[src/rtl/disk_port_pkg.sv]
package disk_port_pkg;
  localparam logic [4:0] CTRL_OFF = 5'h00;
  localparam logic [4:0] STAT_OFF = 5'h04;
  localparam logic [4:0] IRQ_STAT_OFF = 5'h08;
  localparam logic [4:0] IRQ_MASK_OFF = 5'h0c;
  localparam logic [4:0] SECT_LEN_OFF = 5'h10;
  localparam int CTRL_HARD = 0;
  localparam int CTRL_FMT_GO = 1;
  localparam int CTRL_EXP_WIDE = 2;
  localparam int CTRL_WRITE = 3;
  localparam int CTRL_DRV = 4;
  localparam int CTRL_HEAD = 8;
  localparam int CTRL_CMD = 12;
  localparam int CTRL_GP = 16;
  localparam int CTRL_GP_OE = 24;
  localparam int STAT_CABLE = 8;
  localparam int STAT_RW = 16;
  localparam int STAT_FMT = 20;
  localparam int IRQ_TIMEOUT = 0;
  localparam int IRQ_SYNC = 1;
  localparam int IRQ_FMT_DONE = 2;
  localparam int IRQ_W = 3;
  localparam logic [7:0] SYNC_BYTE = 8'h19;
  localparam int TIMEOUT_REVS = 2;
  localparam logic [31:0] CTRL_RST = 32'h0000_0000;
  localparam logic [15:0] SECT_LEN_RST = 16'h0100;
  localparam logic [1:0] RESP_OKAY = 2'h0;
  localparam logic [1:0] RESP_SLVERR = 2'h2;
  typedef enum logic [4:0] {
    FMT_IDLE = 5'b00001,
    FMT_WAIT = 5'b00010,
    FMT_ID = 5'b00100,
    FMT_ODD = 5'b01000,
    FMT_EVEN = 5'b10000
  } fmt_e;
endpackage

[src/rtl/disk_port_ready.sv]
// Chosen here: the AXI4-Lite interface to the registers and the address map.
`timescale 1ns/10ps
`default_nettype none
module disk_port_ready #(
  parameter int WORD_W = 16,
  parameter int REVS = disk_port_pkg::TIMEOUT_REVS
) (
  // clock and reset
  input wire logic aclk,
  input wire logic aresetn,
  // axi4-lite slave
  input wire logic [4:0] s_axi_awaddr,
  input wire logic s_axi_awvalid,
  output logic s_axi_awready,
  input wire logic [31:0] s_axi_wdata,
  input wire logic [3:0] s_axi_wstrb,
  input wire logic s_axi_wvalid,
  output logic s_axi_wready,
  output logic [1:0] s_axi_bresp,
  output logic s_axi_bvalid,
  input wire logic s_axi_bready,
  input wire logic [4:0] s_axi_araddr,
  input wire logic s_axi_arvalid,
  output logic s_axi_arready,
  output logic [31:0] s_axi_rdata,
  output logic [1:0] s_axi_rresp,
  output logic s_axi_rvalid,
  input wire logic s_axi_rready,
  output logic irq,
  // io processor port
  input wire logic read_port_strobe,
  input wire logic write_port_strobe,
  input wire logic exp_sel,
  input wire logic [WORD_W-1:0] iop_wdata,
  output logic [WORD_W-1:0] iop_rdata,
  output logic ready,
  output logic port_access_active,
  // transfer circuitry
  input wire logic rw_window,
  input wire logic word_start_pulse,
  input wire logic index_pulse,
  input wire logic sector_pulse,
  output logic transfer_window_on,
  output logic timeout,
  output logic write_gate,
  output logic id_field_write,
  output logic data_field_write,
  output logic addr_mark_write,
  // expansion bus
  input wire logic expansion_wait_first_n,
  input wire logic expansion_wait_second_n,
  input wire logic [15:0] exp_data_in,
  output logic [15:0] exp_data_out,
  output logic exp_data_oe,
  // drive control cable
  output logic [3:0] device_select,
  output logic [3:0] head_select,
  output logic [3:0] command_out,
  input wire logic [7:0] gp_in,
  output logic [7:0] gp_out,
  output logic gp_oe,
  input wire logic [7:0] status_in,
  // read/write cable
  input wire logic [1:0] read_data_in,
  input wire logic [1:0] rw_clock_in,
  output logic [1:0] write_data_out,
  input wire logic [1:0] rw_status_in
);
  typedef struct packed {
    logic aw_got;
    logic w_got;
    logic [4:0] waddr;
    logic [31:0] wdata;
    logic [3:0] wstrb;
    logic bvalid;
    logic [1:0] bresp;
    logic rvalid;
    logic [1:0] rresp;
    logic [31:0] rdata;
    logic [31:0] ctrl;
    logic [2:0] irq_stat;
    logic [2:0] irq_mask;
    logic [15:0] sect_len;
    logic ready_latch;
    logic window;
    logic timeout;
    logic [1:0] revs;
    logic [WORD_W-1:0] shifter;
    logic [WORD_W-1:0] write_buf;
    logic [WORD_W-1:0] read_buf;
    logic [WORD_W-1:0] iop_rdata;
    logic wr_bit;
    disk_port_pkg::fmt_e fmt;
    logic [15:0] word_cnt;
    logic [7:0] sect_num;
    logic am;
    logic [15:0] exp_out;
    logic exp_oe;
  } state_s;

  state_s st_q, st_d;
  logic exp_ok, xfer, bit_tick, rd_bit, drv, searching, sync_hit, sect_start;
  logic wr_fire, fmt_field, writing;
  logic [31:0] status_word;
  localparam int CTRL_DRV_HI = disk_port_pkg::CTRL_DRV + 1;

  assign port_access_active = read_port_strobe | write_port_strobe;
  assign exp_ok = expansion_wait_first_n & expansion_wait_second_n;
  // timeout overrides every wait so a failed search never hangs the processor
  assign ready = st_q.timeout | (exp_ok & (~port_access_active | st_q.ready_latch));
  assign xfer = port_access_active & ready;
  assign drv = st_q.ctrl[disk_port_pkg::CTRL_DRV];
  assign bit_tick = rw_clock_in[drv];
  assign rd_bit = read_data_in[drv];
  assign fmt_field = st_q.fmt == disk_port_pkg::FMT_ID || st_q.fmt == disk_port_pkg::FMT_ODD ||
                     st_q.fmt == disk_port_pkg::FMT_EVEN;
  assign writing = fmt_field | st_q.ctrl[disk_port_pkg::CTRL_WRITE];
  assign searching = rw_window & ~st_q.window & ~fmt_field;
  assign sync_hit = searching & (st_q.shifter[7:0] == disk_port_pkg::SYNC_BYTE);
  assign sect_start = st_q.ctrl[disk_port_pkg::CTRL_HARD] ? sector_pulse :
                      (word_start_pulse & (st_q.word_cnt == st_q.sect_len - 16'h0001));
  assign wr_fire = st_q.aw_got & st_q.w_got & ~st_q.bvalid;
  assign status_word = {7'h00, st_q.fmt, 2'h0, rw_status_in, status_in, 4'h0,
                        st_q.ready_latch, st_q.timeout, st_q.window, ready};

  always_comb begin
    st_d = st_q;
    // bus handshakes
    if (s_axi_awvalid && !st_q.aw_got) begin
      st_d.aw_got = 1'b1;
      st_d.waddr = s_axi_awaddr;
    end
    if (s_axi_wvalid && !st_q.w_got) begin
      st_d.w_got = 1'b1;
      st_d.wdata = s_axi_wdata;
      st_d.wstrb = s_axi_wstrb;
    end
    if (st_q.bvalid && s_axi_bready) begin
      st_d.bvalid = 1'b0;
      st_d.aw_got = 1'b0;
      st_d.w_got = 1'b0;
    end
    st_d.ctrl[disk_port_pkg::CTRL_FMT_GO] = 1'b0;
    if (wr_fire) begin
      st_d.bvalid = 1'b1;
      st_d.bresp = disk_port_pkg::RESP_OKAY;
      case (st_q.waddr)
        disk_port_pkg::CTRL_OFF: begin
          for (int b = 0; b < 4; b++) begin
            if (st_q.wstrb[b]) begin
              st_d.ctrl[b*8 +: 8] = st_q.wdata[b*8 +: 8];
            end
          end
        end
        disk_port_pkg::IRQ_STAT_OFF: begin
          if (st_q.wstrb[0]) begin
            st_d.irq_stat = st_q.irq_stat & ~st_q.wdata[2:0];
          end
        end
        disk_port_pkg::IRQ_MASK_OFF: begin
          if (st_q.wstrb[0]) begin
            st_d.irq_mask = st_q.wdata[2:0];
          end
        end
        disk_port_pkg::SECT_LEN_OFF: begin
          for (int b = 0; b < 2; b++) begin
            if (st_q.wstrb[b]) begin
              st_d.sect_len[b*8 +: 8] = st_q.wdata[b*8 +: 8];
            end
          end
        end
        disk_port_pkg::STAT_OFF: begin
        end
        default: st_d.bresp = disk_port_pkg::RESP_SLVERR;
      endcase
    end
    if (st_q.rvalid && s_axi_rready) begin
      st_d.rvalid = 1'b0;
    end
    if (s_axi_arvalid && !st_q.rvalid) begin
      st_d.rvalid = 1'b1;
      st_d.rresp = disk_port_pkg::RESP_OKAY;
      case (s_axi_araddr)
        disk_port_pkg::CTRL_OFF: st_d.rdata = st_q.ctrl;
        disk_port_pkg::STAT_OFF: st_d.rdata = status_word;
        disk_port_pkg::IRQ_STAT_OFF: st_d.rdata = {29'h0, st_q.irq_stat};
        disk_port_pkg::IRQ_MASK_OFF: st_d.rdata = {29'h0, st_q.irq_mask};
        disk_port_pkg::SECT_LEN_OFF: st_d.rdata = {16'h0, st_q.sect_len};
        default: begin
          st_d.rdata = 32'h0000_0000;
          st_d.rresp = disk_port_pkg::RESP_SLVERR;
        end
      endcase
    end

    // ready latch: clear on a port access while set, set on word start wins
    if (port_access_active && st_q.ready_latch) begin
      st_d.ready_latch = 1'b0;
    end
    if (word_start_pulse && st_q.window && rw_window) begin
      st_d.ready_latch = 1'b1;
    end

    // word shifter, serial side
    if (bit_tick) begin
      st_d.shifter = {st_q.shifter[WORD_W-2:0], writing ? 1'b0 : rd_bit};
      st_d.wr_bit = writing & st_q.shifter[WORD_W-1];
    end
    if (word_start_pulse && st_q.window) begin
      if (writing) begin
        st_d.shifter = st_q.write_buf;
      end else begin
        st_d.read_buf = st_q.shifter;
      end
    end

    // parallel side, buffers or expansion bus
    if (xfer && write_port_strobe) begin
      if (exp_sel) begin
        st_d.exp_out = st_q.ctrl[disk_port_pkg::CTRL_EXP_WIDE] ? 16'(iop_wdata) :
                       {8'h00, iop_wdata[7:0]};
      end else begin
        st_d.write_buf = iop_wdata;
      end
    end
    if (xfer && read_port_strobe) begin
      if (exp_sel) begin
        st_d.iop_rdata = WORD_W'(st_q.ctrl[disk_port_pkg::CTRL_EXP_WIDE] ? exp_data_in :
                                 {8'h00, exp_data_in[7:0]});
      end else begin
        st_d.iop_rdata = st_q.read_buf;
      end
    end
    st_d.exp_oe = exp_sel & write_port_strobe;

    // sector search and its revolution timeout
    if (sync_hit) begin
      st_d.window = 1'b1;
    end
    if (searching && index_pulse && !st_q.timeout) begin
      st_d.revs = st_q.revs + 2'h1;
      if (st_q.revs == 2'(REVS - 1)) begin
        st_d.timeout = 1'b1;
      end
    end
    if (!rw_window) begin
      st_d.window = 1'b0;
      st_d.timeout = 1'b0;
      st_d.revs = 2'h0;
    end

    // track format, one track per command
    st_d.am = 1'b0;
    if (word_start_pulse) begin
      st_d.word_cnt = st_q.word_cnt + 16'h0001;
    end
    if (sect_start) begin
      st_d.word_cnt = 16'h0000;
      st_d.sect_num = st_q.sect_num + 8'h01;
    end
    if (index_pulse) begin
      st_d.word_cnt = 16'h0000;
      st_d.sect_num = 8'h00;
    end
    case (st_q.fmt)
      disk_port_pkg::FMT_IDLE: begin
        if (st_d.ctrl[disk_port_pkg::CTRL_FMT_GO]) begin
          st_d.fmt = disk_port_pkg::FMT_WAIT;
        end
      end
      disk_port_pkg::FMT_WAIT: begin
        if (index_pulse) begin
          st_d.fmt = disk_port_pkg::FMT_ID;
          st_d.am = ~st_q.ctrl[disk_port_pkg::CTRL_HARD];
        end
      end
      disk_port_pkg::FMT_ID: begin
        st_d.am = sect_start & ~st_q.ctrl[disk_port_pkg::CTRL_HARD];
        if (index_pulse) begin
          st_d.fmt = disk_port_pkg::FMT_ODD;
        end
      end
      disk_port_pkg::FMT_ODD: begin
        if (index_pulse) begin
          st_d.fmt = disk_port_pkg::FMT_EVEN;
        end
      end
      disk_port_pkg::FMT_EVEN: begin
        if (index_pulse) begin
          st_d.fmt = disk_port_pkg::FMT_IDLE;
        end
      end
      default: st_d.fmt = disk_port_pkg::FMT_IDLE;
    endcase
    if (fmt_field && rw_window) begin
      st_d.window = 1'b1;
    end

    // sticky events; a set in the clearing cycle survives
    if (searching && index_pulse && st_q.revs == 2'(REVS - 1)) begin
      st_d.irq_stat[disk_port_pkg::IRQ_TIMEOUT] = 1'b1;
    end
    if (sync_hit) begin
      st_d.irq_stat[disk_port_pkg::IRQ_SYNC] = 1'b1;
    end
    if (st_q.fmt == disk_port_pkg::FMT_EVEN && index_pulse) begin
      st_d.irq_stat[disk_port_pkg::IRQ_FMT_DONE] = 1'b1;
    end
  end

  always_ff @(posedge aclk) begin
    if (!aresetn) begin
      st_q <= '0;
      st_q.ctrl <= disk_port_pkg::CTRL_RST;
      st_q.sect_len <= disk_port_pkg::SECT_LEN_RST;
      st_q.fmt <= disk_port_pkg::FMT_IDLE;
    end else begin
      st_q <= st_d;
    end
  end

  assign s_axi_awready = ~st_q.aw_got;
  assign s_axi_wready = ~st_q.w_got;
  assign s_axi_bvalid = st_q.bvalid;
  assign s_axi_bresp = st_q.bresp;
  assign s_axi_arready = ~st_q.rvalid;
  assign s_axi_rvalid = st_q.rvalid;
  assign s_axi_rdata = st_q.rdata;
  assign s_axi_rresp = st_q.rresp;
  assign irq = |(st_q.irq_stat & st_q.irq_mask);
  assign iop_rdata = st_q.iop_rdata;
  assign transfer_window_on = st_q.window;
  assign timeout = st_q.timeout;
  assign write_gate = writing & st_q.window;
  assign id_field_write = st_q.fmt == disk_port_pkg::FMT_ID;
  assign data_field_write = (st_q.fmt == disk_port_pkg::FMT_ODD && st_q.sect_num[0]) ||
                            (st_q.fmt == disk_port_pkg::FMT_EVEN && !st_q.sect_num[0]);
  assign addr_mark_write = st_q.am;
  assign exp_data_out = st_q.exp_out;
  assign exp_data_oe = st_q.exp_oe;
  // control cable groups; up to four chained drives
  assign device_select = 4'h1 << st_q.ctrl[CTRL_DRV_HI:disk_port_pkg::CTRL_DRV];
  assign head_select = st_q.ctrl[disk_port_pkg::CTRL_HEAD +: 4];
  assign command_out = st_q.ctrl[disk_port_pkg::CTRL_CMD +: 4];
  assign gp_out = st_q.ctrl[disk_port_pkg::CTRL_GP +: 8];
  assign gp_oe = st_q.ctrl[disk_port_pkg::CTRL_GP_OE];
  // write data to physical address 0 or 1 only
  assign write_data_out = drv ? {st_q.wr_bit, 1'b0} : {1'b0, st_q.wr_bit};
endmodule
`default_nettype wire

[config.mk]
export PLATFORM = sky130hd
export DESIGN_NAME = disk_port_ready
export DESIGN_NICKNAME = d
export VERILOG_FILES = /design/src/rtl/disk_port_pkg.sv /design/src/rtl/disk_port_ready.sv
export SDC_FILE = /design/constraint.sdc
export NUM_CORES = 1
export LEC_CHECK = 0
export BUFFER_PORTS_ARGS = -buffer_cell sky130_fd_sc_hd__buf_4
export CAP_MARGIN = 10
export CELL_PAD_IN_SITES_DETAIL_PLACEMENT = 1
export CELL_PAD_IN_SITES_GLOBAL_PLACEMENT = 2
export CORE_MARGIN = 5
export CORE_UTILIZATION = 33
export DETAILED_ROUTE_END_ITERATION = 7
export PLACE_DENSITY_LB_ADDON = 0.1
export SLEW_MARGIN = 15
export SYNTH_ARGS = -nofsm -noshare
export SYNTH_HDL_FRONTEND = slang
export SYNTH_SLANG_ARGS = --single-unit
[constraint.sdc]
create_clock -name aclk -period 2.81 [get_ports aclk]
set_input_delay 0.562 -clock aclk [delete_from_list [all_inputs] [get_ports aclk]]
set_output_delay 0.562 -clock aclk [all_outputs]
set_load 0.03 [all_outputs]
# After elaboration in Yosys (flattened, before gate mapping)

Index checks and enable logic that the tools add are counted.

Bits in registers: 252
Latch bits: 0
Bits in writable memories: 0
Memory bits (read-only): 0
Output and inout bits: 106
Logic and storage cells: 204
Memories: 0

Add/subtract/negate cells: 4
Multipliers: 0
Div/mod/pow operators: 0
Order comparisons: 1
Equal/unequal tests: 22
Shifts and indexed selects: 1
Mux-type cells: 48
Bitwise operators: 31
Reductions and logical operators: 61

Operators by type and width:

| operator                                                               | count |
|---|---|
| 32-bit one-hot mux with 5 select lines                                 | 1 |
| 16-bit 2-to-1 mux                                                      | 7 |
| 35-bit 2-to-1 mux                                                      | 1 |
| 3-bit AND reduction                                                    | 10 |
| 5-bit by 4-bit equality test with 1-bit output (second input constant) | 5 |
| 5-bit 2-to-1 mux                                                       | 5 |
| 5-bit one-hot mux with 5 select lines                                  | 1 |
| 24-bit 2-to-1 mux                                                      | 1 |
| 2-bit nonzero test                                                     | 12 |
| 3-bit 2-to-1 mux                                                       | 6 |
| 1-bit logical AND                                                      | 17 |
| 1-bit 2-to-1 mux                                                       | 17 |
| 16-bit by 1-bit adder with 16-bit output (second input constant)       | 1 |
| 16-bit equality test                                                   | 1 |
| 8-bit 2-to-1 mux                                                       | 2 |
| 16-bit by 1-bit subtractor with 16-bit output (second input constant)  | 1 |
| 5-bit by 3-bit equality test with 1-bit output (second input constant) | 3 |
| 5-bit equality test (second input constant)                            | 3 |
| 1-bit bitwise AND                                                      | 13 |
| 1-bit NOT                                                              | 11 |
| 5-bit zero test                                                        | 2 |
| 2-bit 2-to-1 mux                                                       | 5 |
| 2-bit inequality test (second input constant)                          | 5 |
| 2-bit AND reduction                                                    | 5 |
| 20 further kinds                                                       | 33 |

# Depth between registers and ports, before layout

Depth after elaboration: 10
Gate-level depth with buffers: 12

# Least setup slack after synthesis

No wires, ideal clock.

Path type: input to register
Start point: input port read_port_strobe
End point: register st_q[86] (netlist bit)
Arrival time: 2.467 ns
Slack: 0.227 ns
Stages: 8
Path buffers: 2
Path through: nor2_1 > nor2_1 > o21ai_1 > and3b_1 > clkbuf_1 > buf_2 > mux2i_1 > nor2b_1

Cells in the longest elaborated chain, start to end: 8

Ends and longest elaborated chain:

| element                              | line                   | source |
|---|---|---|
| from (decl)                          | disk_port_ready.sv:31  | `input wire logic read_port_strobe,` |
| 1-bit OR                             | disk_port_ready.sv:107 | `assign port_access_active = read_port_strobe \| write_port_strobe;` |
| 1-bit NOT                            | disk_port_ready.sv:110 | `assign ready = st_q.timeout \| (exp_ok & (~port_access_active \| st_q.ready_latch));` |
| 1-bit OR                             | disk_port_ready.sv:110 |  |
| 1-bit bitwise AND                    | disk_port_ready.sv:110 |  |
| 1-bit OR                             | disk_port_ready.sv:110 |  |
| named net ready                      | disk_port_ready.sv:36  | `output logic ready,` |
| 1-bit bitwise AND                    | disk_port_ready.sv:111 | `assign xfer = port_access_active & ready;` |
| 1-bit logical AND                    | disk_port_ready.sv:218 | `if (xfer && write_port_strobe) begin` |
| 2-bit AND reduction (no source line) | n/a                    |  |
| to (signal assigned)                 | disk_port_ready.sv:318 | `st_q <= st_d;` |
| to (decl)                            | disk_port_ready.sv:101 | `state_s st_q, st_d;` |

The timed path passes the listed nets, and every way through them passes these cells.
A chain may end at the register's enable or synchronous reset.

# Final worst setup path

Start point: register st_q[43] (netlist bit)
End point: output port data_field_write

Cells in the longest elaborated chain, start to end: 3
Elaborated cells between the ends (all ways): 5
Those cells by class: eq/ne: 2; reduce/logical: 3

Ends and longest elaborated chain:

| element                                                                               | line                                           | source |
|---|---|---|
| 5-bit by 4-bit equality test with 1-bit output or 5-bit equality test (tied branches) | disk_port_ready.sv:336, disk_port_ready.sv:337 |  |
| 1-bit logical AND, on equally long branches                                           | disk_port_ready.sv:336, disk_port_ready.sv:337 |  |
| 1-bit logical OR *                                                                    | disk_port_ready.sv:336                         | `assign data_field_write = (st_q.fmt == disk_port_pkg::FMT_ODD && st_q.sect_num[0]) \|\|` |
| to (decl)                                                                             | disk_port_ready.sv:47                          | `output logic data_field_write,` |

Every way passes the cells marked *; elsewhere a longest branch is shown, timed or not.

==> results <==
- The die extent in x is 197 um.
- The instance area at placement is 13,000 um^2.
- The number of non-filler instances in the completed layout is 1,911.
- The pin count of the biggest net entering global routing is 78.
- The final count of hold timing violations came to 0.
- The timing-limited maximum frequency is 388 MHz.
- In this run, placement finished with an instance count of 1,859.
- The number of hold buffers added after CTS was 0.
- For this block, the via count after detailed routing is 9,248.
- The cell count after synthesis is 1,329.
- The count of flip-flops with a built-in enable after synthesis is 0.
- Max-cap violations in this run came to 0.
- The placeable core region is 34,500 um^2.
- The CTS tree is yes.
- The synthesis-to-layout area growth is 21.1%.
- The first global-routing pass estimated 56,800 um of wire.
- The number of antenna violations at the first check in global routing is 0.
- The final layout contains routed wiring with a total length of 36,000 um.
- The multi-input combinational cells in the finished layout cover a total of 5630 um^2.
- The count of endpoints failing setup in the final report is 0.
- Walking the worst path, the cells encountered are or2_2 > nor3_1 > buf_4.
- The number of antenna diodes in the final layout is 0.
- The most common library cell in the layout ignoring fill and taps is nand2_1.
- Counting flops and latches in the post-synthesis netlist gives 243.
- The ratio of routed vias to standard cells is 4.84.
- The mapped netlist covers 11,500 um^2.
- The total congestion overflow is 0.
- The static power due to leakage is 5.85 nW.
- The layout has 4,101 filler cells.
- Setup repair after global routing left no endpoint under its margin.
- For this design the ratio of total power to cell area is 567 nW/um^2.
- The placed wire-length estimate is 26,500 um.
- Counting flops with an async set or reset pin after synthesis yields a share of 0%.
- The run finished with clean final reports.
- The top cell types in the final layout, fill and taps aside, are nand2_1, buf_4, dfxtp_1.
- The length of the first detailed-routing pass in iterations is 4.
- The finished cells cover 13,900 um^2.
- The number of buffer cells added on primary ports is 211.
- The ratio of cells with drive above 1 in the final layout is 20.8%.
- The worst-case headroom to the max-slew limit is 56.1%.
- The worst hold path belongs to the class in -> reg.
- The clock-pin slew on the worst setup and hold paths is 60 ps.
- The overall die area is 38,700 um^2.
- In this run the post-CTS setup repair buffer count came out at 0.
- The final worst-path setup slack is 231 ps.
- The fraction of the yosys area taken by sequential cells is 42.2%.
- CTS built an H-tree with a depth of 1.
- The global-route total usage across every layer is 18.1%.
- The first routing iteration left 411 violations.
- For the final routed database, the setup TNS stands at 0 ps.
- The final RePlAce weighted congestion is 0.796.
- The remaining antenna violation count after routing is 0.
- The net count of the finished layout is 1,554.
- Row generation in the floorplan step produced 68 rows.
- The unique cell type count in the Yosys netlist is 60.
- The worst setup path is of the reg -> out kind.
- The number of global-route vias before repair is 9,783.
- The worst endpoint data arrival time is 2020 ps.
- The average cell area after synthesis is 8.67 um^2.
- The worst setup path is launched from a flip-flop.
- The slowest stage of the critical path belongs to the cell dfxtp_1.
- VDD sags by at most 0.000493 V.
- The worst stage delay on the critical path is 420 ps.
- For this configuration, the core starts out at a cell density of 33.3%.
- The sequential cells in the finished layout cover a total of 4870 um^2.
- The final critical path takes up 91.8% of the cycle.
- The required time reported for the critical path endpoint is 2250 ps.
- The number of warning messages in the yosys log is 0.
- For the worst-skew pair, the clock arrives at the later sink with an insertion delay of 570 ps.
- The root buffer cell chosen for the clock tree is clkbuf_16.
- The max-slew violation count was 0.
- Subtracting the final worst setup slack from the clock period gives 2580 ps.
- The die is 197 um tall.
- The number of buffers inserted during clock tree synthesis is 29.
- The most common flop cell mapped by yosys is dfxtp_1.
- After detailed routing, the number of remaining DRC violations is 0.
- Prior to clock tree synthesis, the placed netlist has a worst setup slack of 293 ps.
- The number of primary I/O pins is 222.
- After detailed routing, the average wire length per cell comes to 18.8 um.
- Counting along the longest clock path gives a buffer depth of 3.
- The worst clock skew is 13.9 ps.
- At the pin with the least slew margin, the transition time is 653 ps.
- The worst setup path is captured at an output port.
- The clock drives 243 sinks.
- Of all nets on the critical path, the largest fanout is 10.
area by class of cell:
class / instances / share of cell area (%)
well taps: 455 / 4.08
repair buffers: 248 / 13.6
clock inverters: 7 / 0.565
inverters: 18 / 0.484
flip-flops and latches: 243 / 34.9
multi-input cells: 895 / 40.4
clock buffers: 45 / 5.99
power by group:
part	leakage [nW]	internal [mW]	switching [mW]
Combinational	3.43	0.299	0.355
Clock	0.450	2.13	1.50
Sequential	1.97	3.52	0.0932
Total	5.85	5.95	1.95
metal layers:
layer | wire, um | global-route usage, % | up-vias
met3 | 1620 | 3.59 | 43
li1 | - | - | 4664
met4 | 694 | 3.54 | 0
met5 | 0 | 0 | -
met1 | 16400 | 24.0 | 4388
met2 | 17200 | 31.0 | 153
kinds of logic after synthesis:
| kind of cell | Yosys count | share of synthesized area (%) |
|---|---|---|
| XOR/XNOR | 40 | 3.04 |
| adder cells (fa/ha/maj) | 3 | 0.326 |
| buffers and inverters | 192 | 9.12 |
| AND/OR/NAND/NOR | 507 | 21.1 |
| other | 1 | 0.0326 |
| flip-flops | 243 | 42.2 |
| AO/OA/AOI/OAI | 256 | 16.6 |
| multiplexers | 87 | 7.56 |
synth_stat cells, drive strengths merged, types with 2 or more instances:
| master | n | area, um^2 |
|---|---|---|
| nand2 | 247 | 927 |
| o21ai | 32 | 164 |
| nand2b | 4 | 25.0 |
| o211ai | 3 | 22.5 |
| or4 | 2 | 18.8 |
| xnor2 | 24 | 210 |
| a21oi | 21 | 105 |
| nor3b | 5 | 42.5 |
| o21a | 4 | 30.0 |
| o31a | 4 | 35.0 |
| inv | 18 | 67.6 |
| nor3 | 14 | 70.1 |
| a211oi | 3 | 22.5 |
| nand4 | 14 | 87.6 |
| nand3 | 56 | 280 |
| xor2 | 16 | 140 |
| and3 | 7 | 43.8 |
| nor2b | 85 | 532 |
| a32oi | 2 | 17.5 |
| and4 | 2 | 17.5 |
| and2 | 9 | 56.3 |
| o311ai | 2 | 17.5 |
| nor4 | 8 | 75.1 |
| o211a | 34 | 340 |
| a21boi | 115 | 863 |
| nand4b | 2 | 17.5 |
| a22o | 7 | 61.3 |
| ha | 3 | 37.5 |
| nor2 | 41 | 154 |
| clkbuf | 80 | 300 |
| or3 | 5 | 31.3 |
| dfxtp | 243 | 4860 |
| nor4b | 2 | 17.5 |
| buf | 94 | 683 |
| a22oi | 19 | 143 |
| mux2i | 87 | 871 |
state kept, by name, indices dropped and copies added, names as in the netlist:
register / count
drv: 1
timeout: 1
exp_data_oe: 1
s_axi_rdata: 32
st_q: 153
gp_oe: 1
command_out: 4
addr_mark_write: 1
s_axi_bresp: 1
head_select: 4
exp_data_out: 16
gp_out: 8
transfer_window_on: 1
iop_rdata: 16
s_axi_rvalid: 1
s_axi_bvalid: 1
s_axi_rresp: 1
what timing repair did:
action | in CTS | in global routing
setup endpoints to repair | 0 | 1
hold endpoints to repair | 0 | 0
gates resized for setup | 0 | 1
through the flow:
step	power (mW)	utilization (%)	hold WS [ps]
6_report	7.90	40.4	202
5_1_grt	8.24	40.4	186
4_1_cts	8.06	40.4	164
3_5_place_dp	4.35	37.7	458
3_3_place_gp	4.34	37.7	448
2_1_floorplan	4.05	-	439
final timing paths:
| path | from | end | slack (ps) | cells past startpoint |
|---|---|---|---|---|
| worst min-delay path | s_axi_awvalid | st_q[251] | 200 | 2 |
| worst max register to register | st_q[125] | st_q[39] | 290 | 8 |
| worst min register to register | st_q[239] | st_q[239] | 460 | 2 |
| worst max-delay path | st_q[43] | data_field_write | 230 | 3 |
critical path, delay by kind of cell (launching register included):
family,cells,cell delay [ps]
buffers and inverters,1,250
DFF,1,420
and+or+nand+nor,2,780
Note: power is estimated with default switching activity, not from simulation.
